$ cat config.mk
export PLATFORM = sky130hd
export DESIGN_NAME = rtcc_top
export DESIGN_NICKNAME = d
export VERILOG_FILES = /design/src/rtcc_prescaler.v /design/src/rtcc_irq.v /design/src/rtcc_top.v
export VERILOG_INCLUDE_DIRS = /design/src /design/src/src
export SDC_FILE = /design/constraint.sdc
export NUM_CORES = 1
export LEC_CHECK = 0
export ABC_CLOCK_PERIOD_IN_PS = 2800
export BUFFER_PORTS_ARGS = -buffer_cell sky130_fd_sc_hd__buf_2
export CORE_ASPECT_RATIO = 1.1
export CORE_UTILIZATION = 30
export CTS_CLUSTER_DIAMETER = 100
export DETAILED_ROUTE_END_ITERATION = 10
export HOLD_SLACK_MARGIN = 0.03
export PLACE_DENSITY = 0.48
export SLEW_MARGIN = 20
export SYNTH_ARGS = -nofsm -noshare
export SYNTH_HDL_FRONTEND = slang
export SYNTH_SLANG_ARGS = --single-unit
$ cat constraint.sdc
create_clock -name clk_i -period 2.8 [get_ports clk_i]
set_input_delay 0.14 -clock clk_i [delete_from_list [all_inputs] [get_ports clk_i]]
set_output_delay 0.14 -clock clk_i [all_outputs]
set_load 0.005 [all_outputs]
$ cat src/rtcc_consts.vh
`ifndef RTCC_CONSTS_VH
`define RTCC_CONSTS_VH

// ----------------------------------------------------------------
// Register byte offsets
// ----------------------------------------------------------------
`define RTCC_OFS_CTRL      12'h000
`define RTCC_OFS_CNT_LO    12'h004
`define RTCC_OFS_CNT_HI    12'h008
`define RTCC_OFS_MATCH_LO  12'h00c
`define RTCC_OFS_MATCH_HI  12'h010
`define RTCC_OFS_IRQ_STAT  12'h014
`define RTCC_OFS_IRQ_EN    12'h018
`define RTCC_OFS_IRQ_CLR   12'h01c

// ----------------------------------------------------------------
// Control register fields
// ----------------------------------------------------------------
`define RTCC_BIT_BLK_RST   7
`define RTCC_BIT_CNT_EN    6
`define RTCC_BIT_MATCH_EN  5
`define RTCC_BIT_MODE_HI   4
`define RTCC_BIT_MODE_LO   3
`define RTCC_BIT_OMAT      2
`define RTCC_BIT_CNT_RST_N 1
`define RTCC_BIT_XTAL_EN   0

// ----------------------------------------------------------------
// Reset values
// ----------------------------------------------------------------
`define RTCC_RST_CTRL      8'h00
`define RTCC_RST_IRQ       3'h0

// ----------------------------------------------------------------
// Interrupt event positions
// ----------------------------------------------------------------
`define RTCC_EV_MATCH      0
`define RTCC_EV_WRAP       1
`define RTCC_EV_LOAD_REF   2
`define RTCC_EV_NUM        3

// ----------------------------------------------------------------
// Timing counts
// ----------------------------------------------------------------
`define RTCC_PRESCALE_EDGES 64
`define RTCC_RELEASE_CYCLES 2
`define RTCC_CNT_WIDTH      40

`endif

$ cat src/rtcc_prescaler.v
`timescale 1ns/10ps
`include "rtcc_consts.vh"

module rtcc_prescaler #(
  parameter integer EDGES = `RTCC_PRESCALE_EDGES,
  parameter integer PW    = 6
) (
  // Clock and reset.
  input  wire clk_i,
  input  wire rst_i,
  // Control.
  input  wire run_i,
  input  wire timebase_clk_i,
  // Tick.
  output wire tick_o
);

  // ----------------------------------------------------------------
  // Edge count
  // ----------------------------------------------------------------
  reg          tb_prev_reg;
  reg [PW-1:0] edge_cnt_reg;
  reg          tick_reg;
  wire         tb_rise;

  assign tb_rise = timebase_clk_i & ~tb_prev_reg;
  assign tick_o  = tick_reg;

  // Stopping clears the count, so every restart waits a full period.
  always @(posedge clk_i) begin
    if (rst_i || !run_i) begin
      tb_prev_reg  <= 1'b1;
      edge_cnt_reg <= {PW{1'b0}};
      tick_reg     <= 1'b0;
    end else begin
      tb_prev_reg <= timebase_clk_i;
      tick_reg    <= 1'b0;
      if (tb_rise) begin
        if (edge_cnt_reg == EDGES[PW-1:0] - {{(PW-1){1'b0}}, 1'b1}) begin
          edge_cnt_reg <= {PW{1'b0}};
          tick_reg     <= 1'b1;
        end else begin
          edge_cnt_reg <= edge_cnt_reg + {{(PW-1){1'b0}}, 1'b1};
        end
      end
    end
  end

endmodule

$ cat src/rtcc_irq.v
`timescale 1ns/10ps
`include "rtcc_consts.vh"

module rtcc_irq #(
  parameter integer N = `RTCC_EV_NUM
) (
  // Clock and reset.
  input  wire         clk_i,
  input  wire         rst_i,
  // Events and software access.
  input  wire [N-1:0] event_i,
  input  wire         clr_wr_i,
  input  wire         en_wr_i,
  input  wire [N-1:0] wdata_i,
  // State.
  output wire [N-1:0] status_o,
  output wire [N-1:0] enable_o,
  output wire         irq_o
);

  // ----------------------------------------------------------------
  // Sticky status and enable
  // ----------------------------------------------------------------
  reg [N-1:0] status_reg;
  reg [N-1:0] enable_reg;
  reg         irq_reg;

  genvar i;
  generate
    for (i = 0; i < N; i = i + 1) begin : g_bit
      // A new event in the cycle of its clear keeps the bit set.
      always @(posedge clk_i) begin
        if (rst_i) begin
          status_reg[i] <= 1'b0;
        end else if (event_i[i]) begin
          status_reg[i] <= 1'b1;
        end else if (clr_wr_i && wdata_i[i]) begin
          status_reg[i] <= 1'b0;
        end
      end
    end
  endgenerate

  always @(posedge clk_i) begin
    if (rst_i) begin
      enable_reg <= `RTCC_RST_IRQ;
      irq_reg    <= 1'b0;
    end else begin
      if (en_wr_i) begin
        enable_reg <= wdata_i;
      end
      irq_reg <= |(status_reg & enable_reg);
    end
  end

  assign status_o = status_reg;
  assign enable_o = enable_reg;
  assign irq_o    = irq_reg;

endmodule

$ cat src/rtcc_top.v
`timescale 1ns/10ps
`include "rtcc_consts.vh"

// Function
// - Block reset holds counter; release two cycles later.
// - Counting needs enable set and reset released.
// - First increment after sixty-four timebase edges.
// - Disabling stops prescaler, counter value kept.
// - Counter loads accepted only while counting disabled.
// - Match enabled: outputs high on counter equal match.
// - Match disabled: both outputs stay low.
// - Sequencer output enables regulator on match.
// - Mode field drives oscillator mode output, resets zero.
// - Clear-on-match zeroes counter at match value.
// - Clear-on-match happens at a rising clock edge.
// - Zero match value suppresses clear-on-match.
// - Counter reset low clears all counter bits.
// - Crystal enable low: fabric enable controls oscillator.
// - Crystal enable high: oscillator on, mode from field.
module rtcc_top #(
  parameter integer CW = `RTCC_CNT_WIDTH,
  parameter integer AW = 12
) (
  // Clock and reset.
  input  wire          clk_i,
  input  wire          rst_i,
  // APB slave.
  input  wire          psel_i,
  input  wire          penable_i,
  input  wire          pwrite_i,
  input  wire [AW-1:0] paddr_i,
  input  wire [31:0]   pwdata_i,
  output wire [31:0]   prdata_o,
  output wire          pready_o,
  output wire          pslverr_o,
  // Timebase and fabric control.
  input  wire          timebase_clk_i,
  input  wire          fabric_enable_i,
  // Match outputs.
  output wire          match_out_o,
  output wire          sequencer_match_out_o,
  // Crystal oscillator controls.
  output wire [1:0]    oscillator_mode_out_o,
  output wire          oscillator_select_out_o,
  output wire          oscillator_enable_o,
  output wire [1:0]    oscillator_active_mode_o,
  // Interrupt.
  output wire          irq_o
);

  // ----------------------------------------------------------------
  // Declarations
  // ----------------------------------------------------------------
  localparam integer HW = CW - 32;

  reg  [7:0]               ctrl_reg;
  reg  [CW-1:0]            cnt_reg;
  reg  [CW-1:0]            cnt_next;
  reg  [CW-1:0]            match_reg;
  reg  [1:0]               rel_sr_reg;
  reg                      eq_d_reg;
  reg                      pready_reg;
  reg                      pslverr_reg;
  reg  [31:0]              prdata_reg;
  reg                      match_out_reg;
  reg                      seq_match_reg;
  reg  [1:0]               osc_mode_reg;
  reg                      osc_sel_reg;
  reg                      osc_en_reg;
  reg  [1:0]               osc_act_reg;
  reg  [31:0]              rd_data;
  reg                      rd_hit;
  reg                      wrap_ev;
  reg                      load_ref_ev;

  // ----------------------------------------------------------------
  // Internal nets
  // ----------------------------------------------------------------
  wire                     acc_done;
  wire                     wr_done;
  wire                     blk_rst;
  wire                     cnt_en;
  wire                     run;
  wire                     tick;
  wire                     match_eq;
  wire                     omat_clr;
  wire                     wr_cnt_lo;
  wire                     wr_cnt_hi;
  wire                     wr_irq_clr;
  wire                     wr_irq_en;
  wire [`RTCC_EV_NUM-1:0]  events;
  wire [`RTCC_EV_NUM-1:0]  irq_status;
  wire [`RTCC_EV_NUM-1:0]  irq_enable;
  wire                     irq_w;

  // ----------------------------------------------------------------
  // APB handshake
  // ----------------------------------------------------------------
  // One wait state: the answer is prepared a cycle before pready is
  // shown, so writes and reads both land on the pready edge.
  assign acc_done = psel_i & penable_i & pready_reg;
  assign wr_done  = acc_done & pwrite_i;

  always @(posedge clk_i) begin
    if (rst_i) begin
      pready_reg  <= 1'b0;
      pslverr_reg <= 1'b0;
      prdata_reg  <= 32'h00000000;
    end else if (psel_i && penable_i && !pready_reg) begin
      pready_reg  <= 1'b1;
      pslverr_reg <= ~rd_hit;
      prdata_reg  <= pwrite_i ? 32'h00000000 : rd_data;
    end else begin
      pready_reg  <= 1'b0;
      pslverr_reg <= 1'b0;
    end
  end

  // ----------------------------------------------------------------
  // Read decode
  // ----------------------------------------------------------------
  // Reads have no side effects on any register.
  always @* begin
    rd_data = 32'h00000000;
    rd_hit  = 1'b1;
    case (paddr_i)
      `RTCC_OFS_CTRL: begin
        rd_data[7:0] = ctrl_reg;
      end
      `RTCC_OFS_CNT_LO: begin
        rd_data = cnt_reg[31:0];
      end
      `RTCC_OFS_CNT_HI: begin
        rd_data[HW-1:0] = cnt_reg[CW-1:32];
      end
      `RTCC_OFS_MATCH_LO: begin
        rd_data = match_reg[31:0];
      end
      `RTCC_OFS_MATCH_HI: begin
        rd_data[HW-1:0] = match_reg[CW-1:32];
      end
      `RTCC_OFS_IRQ_STAT: begin
        rd_data[`RTCC_EV_NUM-1:0] = irq_status;
      end
      `RTCC_OFS_IRQ_EN: begin
        rd_data[`RTCC_EV_NUM-1:0] = irq_enable;
      end
      // The clear register holds no state, so it reads as zero.
      `RTCC_OFS_IRQ_CLR: begin
        rd_data = 32'h00000000;
      end
      default: begin
        rd_hit = 1'b0;
      end
    endcase
  end

  // ----------------------------------------------------------------
  // Control and match registers
  // ----------------------------------------------------------------
  // Unmapped addresses match no case here, so such writes are dropped.
  always @(posedge clk_i) begin
    if (rst_i) begin
      ctrl_reg  <= `RTCC_RST_CTRL;
      match_reg <= {CW{1'b0}};
    end else if (wr_done) begin
      if (paddr_i == `RTCC_OFS_CTRL) begin
        ctrl_reg <= pwdata_i[7:0];
      end
      if (paddr_i == `RTCC_OFS_MATCH_LO) begin
        match_reg[31:0] <= pwdata_i;
      end
      if (paddr_i == `RTCC_OFS_MATCH_HI) begin
        match_reg[CW-1:32] <= pwdata_i[HW-1:0];
      end
    end
  end

  assign wr_cnt_lo  = wr_done & (paddr_i == `RTCC_OFS_CNT_LO);
  assign wr_cnt_hi  = wr_done & (paddr_i == `RTCC_OFS_CNT_HI);
  assign wr_irq_clr = wr_done & (paddr_i == `RTCC_OFS_IRQ_CLR);
  assign wr_irq_en  = wr_done & (paddr_i == `RTCC_OFS_IRQ_EN);

  // ----------------------------------------------------------------
  // Block reset release
  // ----------------------------------------------------------------
  // Reset asserts at once but releases only after the field has read
  // zero for two clock cycles.
  always @(posedge clk_i) begin
    if (rst_i) begin
      rel_sr_reg <= 2'b11;
    end else begin
      rel_sr_reg <= {rel_sr_reg[0], ctrl_reg[`RTCC_BIT_BLK_RST]};
    end
  end

  assign blk_rst = ctrl_reg[`RTCC_BIT_BLK_RST] | (|rel_sr_reg);
  assign cnt_en  = ctrl_reg[`RTCC_BIT_CNT_EN];
  assign run     = cnt_en & ~blk_rst;

  // ----------------------------------------------------------------
  // Prescaler
  // ----------------------------------------------------------------
  // Dropping run also clears the prescaler count.
  rtcc_prescaler #(
    .EDGES (`RTCC_PRESCALE_EDGES),
    .PW    (6)
  ) u_prescaler (
    .clk_i          (clk_i),
    .rst_i          (rst_i),
    .run_i          (run),
    .timebase_clk_i (timebase_clk_i),
    .tick_o         (tick)
  );

  // ----------------------------------------------------------------
  // Counter
  // ----------------------------------------------------------------
  assign match_eq = (cnt_reg == match_reg);
  assign omat_clr = ctrl_reg[`RTCC_BIT_OMAT] & match_eq & (|match_reg);

  // Block reset outranks every other source, so a held block never loads or counts.
  // A load written while counting is enabled still sets its status bit, so software can see that the write was lost.
  always @* begin
    cnt_next    = cnt_reg;
    wrap_ev     = 1'b0;
    load_ref_ev = 1'b0;
    if (blk_rst) begin
      cnt_next = {CW{1'b0}};
    end else if (!ctrl_reg[`RTCC_BIT_CNT_RST_N]) begin
      cnt_next = {CW{1'b0}};
    end else if (omat_clr) begin
      cnt_next = {CW{1'b0}};
    end else if ((wr_cnt_lo || wr_cnt_hi) && !cnt_en) begin
      if (wr_cnt_lo) begin
        cnt_next[31:0] = pwdata_i;
      end else begin
        cnt_next[CW-1:32] = pwdata_i[HW-1:0];
      end
    end else if (tick && run) begin
      cnt_next = cnt_reg + {{(CW-1){1'b0}}, 1'b1};
      wrap_ev  = &cnt_reg;
    end
    if ((wr_cnt_lo || wr_cnt_hi) && cnt_en) begin
      load_ref_ev = 1'b1;
    end
  end

  // Counter only changes on a clock edge, including clear-on-match.
  always @(posedge clk_i) begin
    if (rst_i) begin
      cnt_reg  <= {CW{1'b0}};
      eq_d_reg <= 1'b0;
    end else begin
      cnt_reg  <= cnt_next;
      eq_d_reg <= match_eq;
    end
  end

  // ----------------------------------------------------------------
  // Match outputs
  // ----------------------------------------------------------------
  // Outputs are registered, so they trail the counter by one cycle.
  always @(posedge clk_i) begin
    if (rst_i) begin
      match_out_reg <= 1'b0;
      seq_match_reg <= 1'b0;
    end else if (ctrl_reg[`RTCC_BIT_MATCH_EN]) begin
      match_out_reg <= match_eq;
      seq_match_reg <= match_eq;
    end else begin
      match_out_reg <= 1'b0;
      seq_match_reg <= 1'b0;
    end
  end

  // ----------------------------------------------------------------
  // Oscillator outputs
  // ----------------------------------------------------------------
  // The mode output always follows the field; the active mode takes it only with the crystal enabled.
  always @(posedge clk_i) begin
    if (rst_i) begin
      osc_mode_reg <= 2'b00;
      osc_sel_reg  <= 1'b0;
      osc_en_reg   <= 1'b0;
      osc_act_reg  <= 2'b00;
    end else begin
      osc_mode_reg <= ctrl_reg[`RTCC_BIT_MODE_HI:`RTCC_BIT_MODE_LO];
      osc_sel_reg  <= ctrl_reg[`RTCC_BIT_XTAL_EN];
      if (ctrl_reg[`RTCC_BIT_XTAL_EN]) begin
        osc_en_reg  <= 1'b1;
        osc_act_reg <= ctrl_reg[`RTCC_BIT_MODE_HI:`RTCC_BIT_MODE_LO];
      end else begin
        osc_en_reg  <= fabric_enable_i;
        osc_act_reg <= 2'b00;
      end
    end
  end

  // ----------------------------------------------------------------
  // Interrupts
  // ----------------------------------------------------------------
  // The match event fires on the first cycle of equality only, so a parked counter raises it once.
  assign events[`RTCC_EV_MATCH]    = match_eq & ~eq_d_reg;
  assign events[`RTCC_EV_WRAP]     = wrap_ev;
  assign events[`RTCC_EV_LOAD_REF] = load_ref_ev;

  rtcc_irq #(
    .N (`RTCC_EV_NUM)
  ) u_irq (
    .clk_i    (clk_i),
    .rst_i    (rst_i),
    .event_i  (events),
    .clr_wr_i (wr_irq_clr),
    .en_wr_i  (wr_irq_en),
    .wdata_i  (pwdata_i[`RTCC_EV_NUM-1:0]),
    .status_o (irq_status),
    .enable_o (irq_enable),
    .irq_o    (irq_w)
  );

  // ----------------------------------------------------------------
  // Bus outputs
  // ----------------------------------------------------------------
  assign prdata_o                 = prdata_reg;
  assign pready_o                 = pready_reg;
  assign pslverr_o                = pslverr_reg;

  // ----------------------------------------------------------------
  // Pin outputs
  // ----------------------------------------------------------------
  assign match_out_o              = match_out_reg;
  assign sequencer_match_out_o    = seq_match_reg;
  assign oscillator_mode_out_o    = osc_mode_reg;
  assign oscillator_select_out_o  = osc_sel_reg;
  assign oscillator_enable_o      = osc_en_reg;
  assign oscillator_active_mode_o = osc_act_reg;
  assign irq_o                    = irq_w;

endmodule

Word level (Yosys, flattened, before mapping)
Cells that the tools add are included.
{ "totals": {"ff_bits": 147, "output_inout_bits": 43, "wordCells": 117, "input_bits": 51} }
{ "op_classes": {"eq_ne": 11, "bitwise_logic": 23, "n_reduce_logical": 33, "add_sub_neg": 2, "muxes": 25} }
{ "ops": {"columns": ["cell", "count"], "rows": [
  ["40-bit 2-to-1 mux", 2],
  ["32-bit 2-to-1 mux", 2],
  ["12-bit by 5-bit equality test with 1-bit output (second input constant)", 4],
  ["24-bit case mux with 2 select lines", 1],
  ["40-bit by 1-bit adder with 40-bit output (second input constant)", 1],
  ["40-bit equality test", 1],
  ["40-bit AND reduction", 1],
  ["40-bit OR reduction", 1],
  ["5-bit case mux with 5 select lines", 1],
  ["12-bit by 4-bit equality test with 1-bit output (second input constant)", 2],
  ["3-bit case mux with 7 select lines", 1],
  ["1-bit 2-to-1 mux", 16],
  ["1-bit bitwise AND", 12],
  ["12-bit by 3-bit equality test with 1-bit output (second input constant)", 1],
  ["12-bit logical NOT", 1],
  ["2-bit AND reduction", 5],
  ["2-bit OR reduction", 5],
  ["1-bit inverter", 9],
  ["1-bit logical AND", 8],
  ["8-bit 2-to-1 mux", 1],
  ["2-bit nonzero test", 4],
  ["8-bit OR reduction", 1],
  ["6-bit by 1-bit adder with 6-bit output (second input constant)", 1],
  ["6-bit equality test (second input constant)", 1],
  ["other kinds (8)", 12]
]} }

Depth between registers and ports, before layout
Gate-level depths: netlist (run 1).
{ "depth": {"word_depth": 11, "ltp_mapped": 9, "depth_no_buf": 7} }

Hierarchy
From an unflattened synthesis (run 1), not the netlist that was laid out.
{ "hier_totals": {"hier_cells": 945, "hier_area_um2": 7546.0} }
{ "modules_own_cells": {"columns": ["mod", "n_inst", "area_per_inst_um2", "cells_each", "seq_area_each_um2"], "rows": [
  ["rtcc_top", 1, 6950.4, 887, 2642.5],
  ["rtcc_prescaler", 1, 347.8, 37, 160.2],
  ["rtcc_irq", 1, 247.7, 21, 140.1]
]} }

Worst setup path before layout (run 1)
No wires, ideal clock.
{ "synth_timing": {"path_type": "reg2reg", "start": "register cnt_reg[0]", "end": "register cnt_reg[32]", "slack_ns": 0.878, "stages_incl_launch_ff": 8, "path_buffers": 0, "arrival_ns": 1.797, "setup_ns": 0.125, "cell_sequence": "dfxtp_1 -> ha_1 -> nand3_1 -> nor2_1 -> nand4_1 -> or3_1 -> o21ai_0 -> a211oi_1"} }
{ "synth_via": {"elab_chain_len": 4, "word_cells_on_any_way": 7, "cone_classes": "1 x add/sub; 1 x eq/ne; 2 x mux; 2 x bitwise; 1 x reduce/logical"} }
{ "synth_rtl": {"columns": ["item", "line_no", "text"], "rows": [
  ["from (decl)", "rtcc_top.v:57", "reg [CW-1:0] cnt_reg;"],
  ["from (signal assigned)", "rtcc_top.v:252", "cnt_reg <= {CW{1'b0}};"],
  ["from (signal assigned)", "rtcc_top.v:255", "cnt_reg <= cnt_next;"],
  ["branches (longest 4 deep; another with 40-bit by 1-bit adder with 40-bit output)", null, null]
]} }
Several ways; the timed one is not identified. The select of a mux whose other input is x is not followed.
A chain may end at the register's enable or synchronous reset.

Worst setup path after layout (run 1)
{ "layout_timing": {"start": "register cnt_reg[11]", "end": "register cnt_reg[33]"} }
Same word-level chain as after synthesis.

==> results of run 1 <==
cells in the final DEF, fill, tap and decap left out, types with 8 or more instances in the layout:
cell type	count
dfxtp_1	147
nand2_1	106
buf_2	92
nor2_1	91
a21oi_1	66
o21ai_0	41
xnor2_1	36
a22oi_1	32
nand4_1	31
a22o_1	29
nand3_1	28
a211oi_1	27
dlygate4sd3_1	27
buf_4	27
mux2i_1	25
nor4_1	19
clkbuf_16	17
nor3_1	13
o22ai_1	13
and3_1	12
xor2_1	10
inv_1	8
mux4_2	8
where the power goes:
group	switching [mW]	internal (mW)	total (mW)
logic	0.106	0.0694	0.175
registers	0.00354	2.10	2.10
clock network	0.943	1.52	2.46
total	1.05	3.69	4.74
layout make-up:
class,count,area (um2),share of cell area [%]
Inverter,8,30.03,0.3287
Timing Repair Buffer,149,993.5,10.88
Sequential cell,147,2943,32.21
Clock buffer,20,446.7,4.890
Clock inverter,12,180.2,1.972
Multi-Input combinational cell,664,4154,45.47
Tap cell,310,387.9,4.246
worst min path at each step:
stage                                              end  cells past startpoint  slack [ns]            from
floorplan           oscillator_select_out_o$_SDFF_PP0_                      1        0.23           rst_i
global placement    u_prescaler.tb_prev_reg$_SDFF_PP1_                      2        0.34  timebase_clk_i
detailed placement  u_prescaler.tb_prev_reg$_SDFF_PP1_                      2        0.35  timebase_clk_i
CTS                          match_reg[7]$_SDFFE_PP0P_                      3        0.04     pwdata_i[7]
global route                 match_reg[3]$_SDFFE_PP0P_                      3        0.06     pwdata_i[3]
finish                       match_reg[7]$_SDFFE_PP0P_                      3        0.05     pwdata_i[7]
critical path: cells and delay by family (launching register included):
family           cells  cell delay [ns]
flip-flops           1             0.49
AND/OR/NAND/NOR      4             1.58
AO/OA/AOI/OAI        2             0.18
stage by stage:
stage / utilization, % / hold slack, ns
floorplan: - / 0.2263
finish: 37.33 / 0.05183
detailed placement: 33.66 / 0.3467
global placement: 33.64 / 0.3408
global route: 37.33 / 0.05705
CTS: 37.33 / 0.04212
what timing repair did:
item,4_1_cts,5_1_grt
hold endpoints to repair,27,0
buffers inserted,0,0
endpoints found under the setup margin,0,0
hold buffers,27,0
cells by family after synthesis:
group / after synthesis / share of synthesized area (%)
AO/OA/AOI/OAI: 238 / 20.78
XOR/XNOR: 46 / 5.387
adder cells (fa/ha/maj): 2 / 0.3346
buffers and inverters: 82 / 5.237
flip-flops: 147 / 39.35
multiplexers: 35 / 6.056
AND/OR/NAND/NOR: 343 / 22.85
routing by layer:
layer	share of wire, %	GRT usage, %	vias up
li1	-	-	3441
met1	45	27.74	3487
met2	47	34.22	226
met3	4.9	3.080	41
met4	2.9	7.861	0
met5	0	0	-
==> metrics.md, run 1 <==
| Metric | Value |
|---|---|
| Layout net count | 1040 |
| Synth top area share | 39.35% |
| Syn-to-layout area delta | 22.15% |
| Setup CP Type | reg -> reg |
| GRT Total Usage | 20.88% |
| Post-route ant nets | 0 |
| Total iterations of the first detailed-routing run | 10 |
| Max VDD drop | 0.3974 mV |
| Slowest stage delay, CP | 0.49 ns |
| Commonest cells in the netlist | dfxtp_1, nand2_1, nor2_1, a21oi_1, o21ai_0 |
| Actual slew at the worst max-slew pin | 1.052 ns |
| Clock Tree Root | clkbuf_16 |
| Seq/Total Area, Yosys | 39.35% |
| Top-count cell post-synth | dfxtp_1 |
| H-tree depth | 4 |
| Synth async-reset ratio | 0% |
| Critical R2R Capture | cnt_reg[33]$_SDFFE_PP0P_ |
| Vias in the first global route | 6877 |
| Post-DP Area | 0.008238 mm2 |
| Dpl ws | 0.4163 ns |
| Avg Cell Area, Syn | 8.374 um2 |
| Fin. Hold Viols | 0 |
| Hold Path Class | in -> reg |
| Reg2Reg Depth | 6 |
| Pwr dens | 518.6 mW/mm2 |
| First-pass GRT wire length | 41.28 mm |
| Die width | 152.5 um |
| Ys flop type | dfxtp_1 |
| Core footprint | 0.02447 mm2 |
| Overflow after GRT | 0 |
| Slew HR | 29.88% |
| Period utilization | 85.73% |
| Final setup viols | 0 |
| HPWL Detailed | 18.50 mm |
| Setup TNS | 0 ns |
| Routed WL | 26.55 mm |
| Sink Count | 147 |
| Pin count of the biggest net entering global routing | 94 |
| Max FO, Critical Path | 8 |
| Cell Area, Synth | 0.007478 mm2 |
| Required time worst endpoint | 3.08 ns |
| Startpoint types | flop |
| Die area | 0.02556 mm2 |
| Final WS setup | 0.3994 ns |
| Core Rows | 60 |
| CP cell instances | nand3_1 -> nor4_1 -> nand4_1 -> or3_1 -> o21ai_0 -> a211oi_1 |
| Clock insertion delay at the later pin of the skew report | 0.42 ns |
| IO Pins | 94 |
| Leakage | 3.272 nW |
| Slowest-stage cell, CP | dfxtp_1 |
| Layout fillers | 2562 |
| Final instance area | 0.009135 mm2 |
| Synth top area cells | dfxtp_1, nand2_1, nor2_1, a21oi_1, xnor2_1 |
| CTS resizes | 0 |
| Avg WL per Cell | 20.27 um |
| Dpl cells | 1251 |
| Number of flops mapped to enable cells by yosys | 0 |
| TritonCTS clock tree | done |
| Clock Skews | 0.01125 ns |
| Max-cap viol count | 0 |
| Bufs on Longest Clock Path | 2 |
| Initial antenna violation count | 0 |
| DRC violations left | 2 |
| Flops & latches, synth | 147 |
| Fmax | 0.4166 GHz |
| Shortest period the worst path allows | 2.401 ns |
| Ant diodes | 0 |
| CP endpoint kind | flop |
| Vias | 7195 |
| Worst Setup EP | cnt_reg[33]$_SDFFE_PP0P_ |
| Failing checks | design-rule violations |
| Synth unique cells | 58 |
| Num CTS Buffers | 17 |
| Cell accounting for the most synthesized area | dfxtp_1 |
| Clock Pin Slew Worst Setup and Hold Paths | 0.07 ns |
| RSZ-0062 raised after global routing | false |
| Pins Over Slew Limit | 0 |
| Total power | 4.738 mW |
| Ys Warns | 0 |
| CP Data Arrival Time | 2.68 ns |
| Die H | 167.6 um |
| Synth Instances | 893 |
| Run status | complete, but fails checks |
| Post-Syn Nets | 946 |
| Vias/cell | 5.492 |
| Crit. Startpoint | cnt_reg[11]$_SDFFE_PP0P_ |
| IO Port Bufs | 93 |
| Initial drt markers | 699 |
| Placer congestion estimate | 0.8859 |
| Reg2Reg Setup Slack | 0.40 ns |
| Reg2reg start | cnt_reg[11]$_SDFFE_PP0P_ |
| Filler-free cell count of the finished design | 1310 |
| Initial core utilization | 30.56% |
| Share of layout cells above drive strength 1 | 17.80% |
(Power assumes the default switching activity.)
==> run 2: changes to the inputs <==
--- a/config.mk
+++ b/config.mk
@@ -6,14 +6,14 @@
 export SDC_FILE = /design/constraint.sdc
 export NUM_CORES = 1
 export LEC_CHECK = 0
-export ABC_CLOCK_PERIOD_IN_PS = 2800
+export ABC_CLOCK_PERIOD_IN_PS = 2000
 export BUFFER_PORTS_ARGS = -buffer_cell sky130_fd_sc_hd__buf_2
 export CORE_ASPECT_RATIO = 1.1
 export CORE_UTILIZATION = 30
 export CTS_CLUSTER_DIAMETER = 100
 export DETAILED_ROUTE_END_ITERATION = 10
 export HOLD_SLACK_MARGIN = 0.03
-export PLACE_DENSITY = 0.48
+export PLACE_DENSITY = 0.49
 export SLEW_MARGIN = 20
 export SYNTH_ARGS = -nofsm -noshare
 export SYNTH_HDL_FRONTEND = slang
==> constraint.sdc (replaced) <==
create_clock -name clk_i -period 2 [get_ports clk_i]
set_input_delay 0.1 -clock clk_i [delete_from_list [all_inputs] [get_ports clk_i]]
set_output_delay 0.1 -clock clk_i [all_outputs]
set_load 0.005 [all_outputs]
==> run 2 against run 1 <==
The flow finishes with violations (design-rule violations, negative setup slack). Register-to-register slack got worse by 0.47 ns. Worst hold slack improved by 0.0020 ns. Die area stayed put. Cell count increased by 9.5%. Power up 37%. Routed wire length increased by 0.58%. Largest power group unchanged.
==> metrics.md, run 2 (same netlist as run 1, synthesis figures left out) <==
| Metric | Value |
|---|---|
| DRC violations left | 4 (+2) |
| Reg2reg start | match_reg[18]$_SDFFE_PP0P_ |
| Final WS setup | -0.06575 ns (-0.4652 ns) |
| Max FO, Critical Path | 19 (+11) |
| Max-cap viol count | 0 (unchanged) |
| Routed WL | 26.70 mm (+0.58%) |
| Die area | 0.02556 mm2 (unchanged) |
| Core footprint | 0.02447 mm2 (unchanged) |
| Die H | 167.6 um (unchanged) |
| Placer congestion estimate | 0.8843 (-0.18%) |
| Final instance area | 0.01030 mm2 (+13%) |
| Core Rows | 60 (unchanged) |
| Ant diodes | 0 (unchanged) |
| Reg2Reg Setup Slack | -0.07 ns (-0.47 ns) |
| Vias | 7580 (+5.4%) |
| Run status | complete, but fails checks |
| Pwr dens | 628.6 mW/mm2 (+21%) |
| Max VDD drop | 0.4650 mV (+17%) |
| IO Pins | 94 (unchanged) |
| Fin. Hold Viols | 0 (unchanged) |
| Initial core utilization | 30.56% (unchanged) |
| Critical R2R Capture | cnt_reg[1]$_SDFFE_PP0P_ |
| Sink Count | 147 (unchanged) |
| Layout net count | 1164 (+12%) |
| Leakage | 3.941 nW (+20%) |
| Reg2Reg Depth | 8 (+2) |
| Num CTS Buffers | 17 (unchanged) |
| TritonCTS clock tree | done |
| Commonest cells after routing, fill and taps aside | dfxtp_1, buf_4, nand2_1, buf_2, nor2_1 |
| Final setup viols | 41 (+41) |
| HPWL Detailed | 19.12 mm (+3.4%) |
| Required time worst endpoint | 2.34 ns (-0.74 ns) |
| Pin count of the biggest net entering global routing | 94 (unchanged) |
| Leading cell type in the layout, fill and taps excluded | dfxtp_1 |
| RSZ-0062 raised after global routing | true |
| Initial antenna violation count | 0 (unchanged) |
| Final design utilization | 42.10% (+4.8 points) |
| Period utilization | 103.3% (+18 points) |
| Pins Over Slew Limit | 0 (unchanged) |
| Syn-to-layout area delta | 37.78% |
| Post-route ant nets | 0 (unchanged) |
| Shortest period the worst path allows | 2.066 ns (-0.3348 ns) |
| Clock insertion delay at the later pin of the skew report | 0.43 ns (about the same) |
| Setup TNS | -1.919 ns (-1.919 ns) |
| Overflow after GRT | 0 (unchanged) |
| Total iterations of the first detailed-routing run | 10 (unchanged) |
| Bufs on Longest Clock Path | 2 (unchanged) |
| Slew HR | 71.01% (+41 points) |
| CP Data Arrival Time | 2.40 ns (-0.28 ns) |
| Actual slew at the worst max-slew pin | 0.4348 ns (-0.6169 ns) |
| Setup CP Type | reg -> reg |
| H-tree depth | 4 (unchanged) |
| Startpoint types | flop |
| CP endpoint kind | flop |
| Worst Hold Path EP | match_reg[0]$_SDFFE_PP0P_ |
| GRT Total Usage | 21.14% (+0.26 points) |
| Critical hold path startpoint | pwdata_i[0] |
| Vias/cell | 5.286 (-3.8%) |
| First-pass GRT wire length | 41.79 mm (+1.2%) |
| Post-DP Area | 0.009204 mm2 (+12%) |
| Share of layout cells above drive strength 1 | 29.18% (+11 points) |
| Avg WL per Cell | 18.62 um (-8.1%) |
| IO Port Bufs | 93 (unchanged) |
| Failing checks | design-rule violations, negative setup slack |
| Hold Path Class | in -> reg |
| Clock Pin Slew Worst Setup and Hold Paths | 0.07 ns (about the same) |
| Vias in the first global route | 7148 (+3.9%) |
| Die width | 152.5 um (unchanged) |
| Hold-critical path depth | 3 (unchanged) |
| Dpl ws | -0.1508 ns (-0.5672 ns) |
| Initial drt markers | 516 (-26%) |
| Fmax | 0.4841 GHz (+16%) |
| Clock Skews | 0.01863 ns (+0.007379 ns) |
| Layout fillers | 2505 (-2.2%) |
| Clock Tree Root | clkbuf_16 |
run 2: changes by cell type in the layout (fill, tap and decap cells not counted), sizes merged:
cell,change
buf,+118
dlygate4sd3,+6
inv,+4
bufinv,-2
clkbuf,-2
clkinv,-1
clkinvlp,+1
run 2: worst max-delay path by stage:
stage / startpoint / endpoint / slack (ns) / cells past startpoint
floorplan: cnt_reg[0]$_SDFFE_PP0P_ / cnt_reg[32]$_SDFFE_PP0P_ / 0.08 / 7
global placement: match_reg[26]$_SDFFE_PP0P_ / u_irq.status_o[1]$_SDFFE_PP0P_ / -0.21 / 8
detailed placement: match_reg[26]$_SDFFE_PP0P_ / cnt_reg[8]$_SDFFE_PP0P_ / -0.15 / 9
CTS: match_reg[29]$_SDFFE_PP0P_ / cnt_reg[1]$_SDFFE_PP0P_ / -0.1 / 9
global route: match_reg[22]$_SDFFE_PP0P_ / cnt_reg[23]$_SDFFE_PP0P_ / -0.22 / 9
finish: match_reg[18]$_SDFFE_PP0P_ / cnt_reg[1]$_SDFFE_PP0P_ / -0.07 / 8
run 2: what timing repair did:
action | CTS | global route
hold buffers | 33 | 0
setup buffers | 1 | 1
pin swaps | 3 | 3
gates resized for setup | 25 | 8
hold endpoints to repair | 37 | 0
setup endpoints to repair | 41 | 41
gates cloned | 0 | 0
run 2: per-layer routing:
metal  up-vias  wire [um]  GRT usage [%]
li1       3682          -              -
met1      3645      12100          27.53
met2       220      12820          35.54
met3        33       1251          3.753
met4         0        535          6.412
met5         -          0              0
run 2: cell type report:
| type | count | area [um2] | share of cell area (%) |
|---|---|---|---|
| Timing Repair Buffer | 273 | 2039 | 19.79 |
| Inverter | 8 | 30.03 | 0.2914 |
| Multi-Input combinational cell | 664 | 4305 | 41.79 |
| Tap cell | 310 | 387.9 | 3.764 |
| Sequential cell | 147 | 2952 | 28.65 |
| Clock buffer | 18 | 439.2 | 4.262 |
| Clock inverter | 14 | 150.1 | 1.457 |
run 2: critical path, stage by stage, from the launching register on:
cell,delay (ns)
dfxtp_1,0.31
nor4_1,0.40
nand4_1,0.17
buf_4,0.20
o31ai_4,0.23
o211ai_1,0.12
buf_4,0.18
buf_12,0.16
a311oi_1,0.20
run 2: report_power, final:
part | leakage, nW | switching [mW] | internal (mW) | total [mW]
sequential | 1.19 | 0.00427 | 2.93 | 2.94
combinational | 2.47 | 0.145 | 0.113 | 0.258
clock | 0.284 | 1.39 | 1.89 | 3.28
total | 3.94 | 1.54 | 4.93 | 6.48
run 2: metrics by stage:
stage                     cells  hold slack, ns  total power, mW
after global placement     1367          0.2987            3.217
after detailed placement   1367          0.3044            3.217
after CTS                  1433         0.05231            6.539
after global routing       1434         0.05346            6.678
after floorplan             893          0.1863            3.087
final                      1434         0.05382            6.477
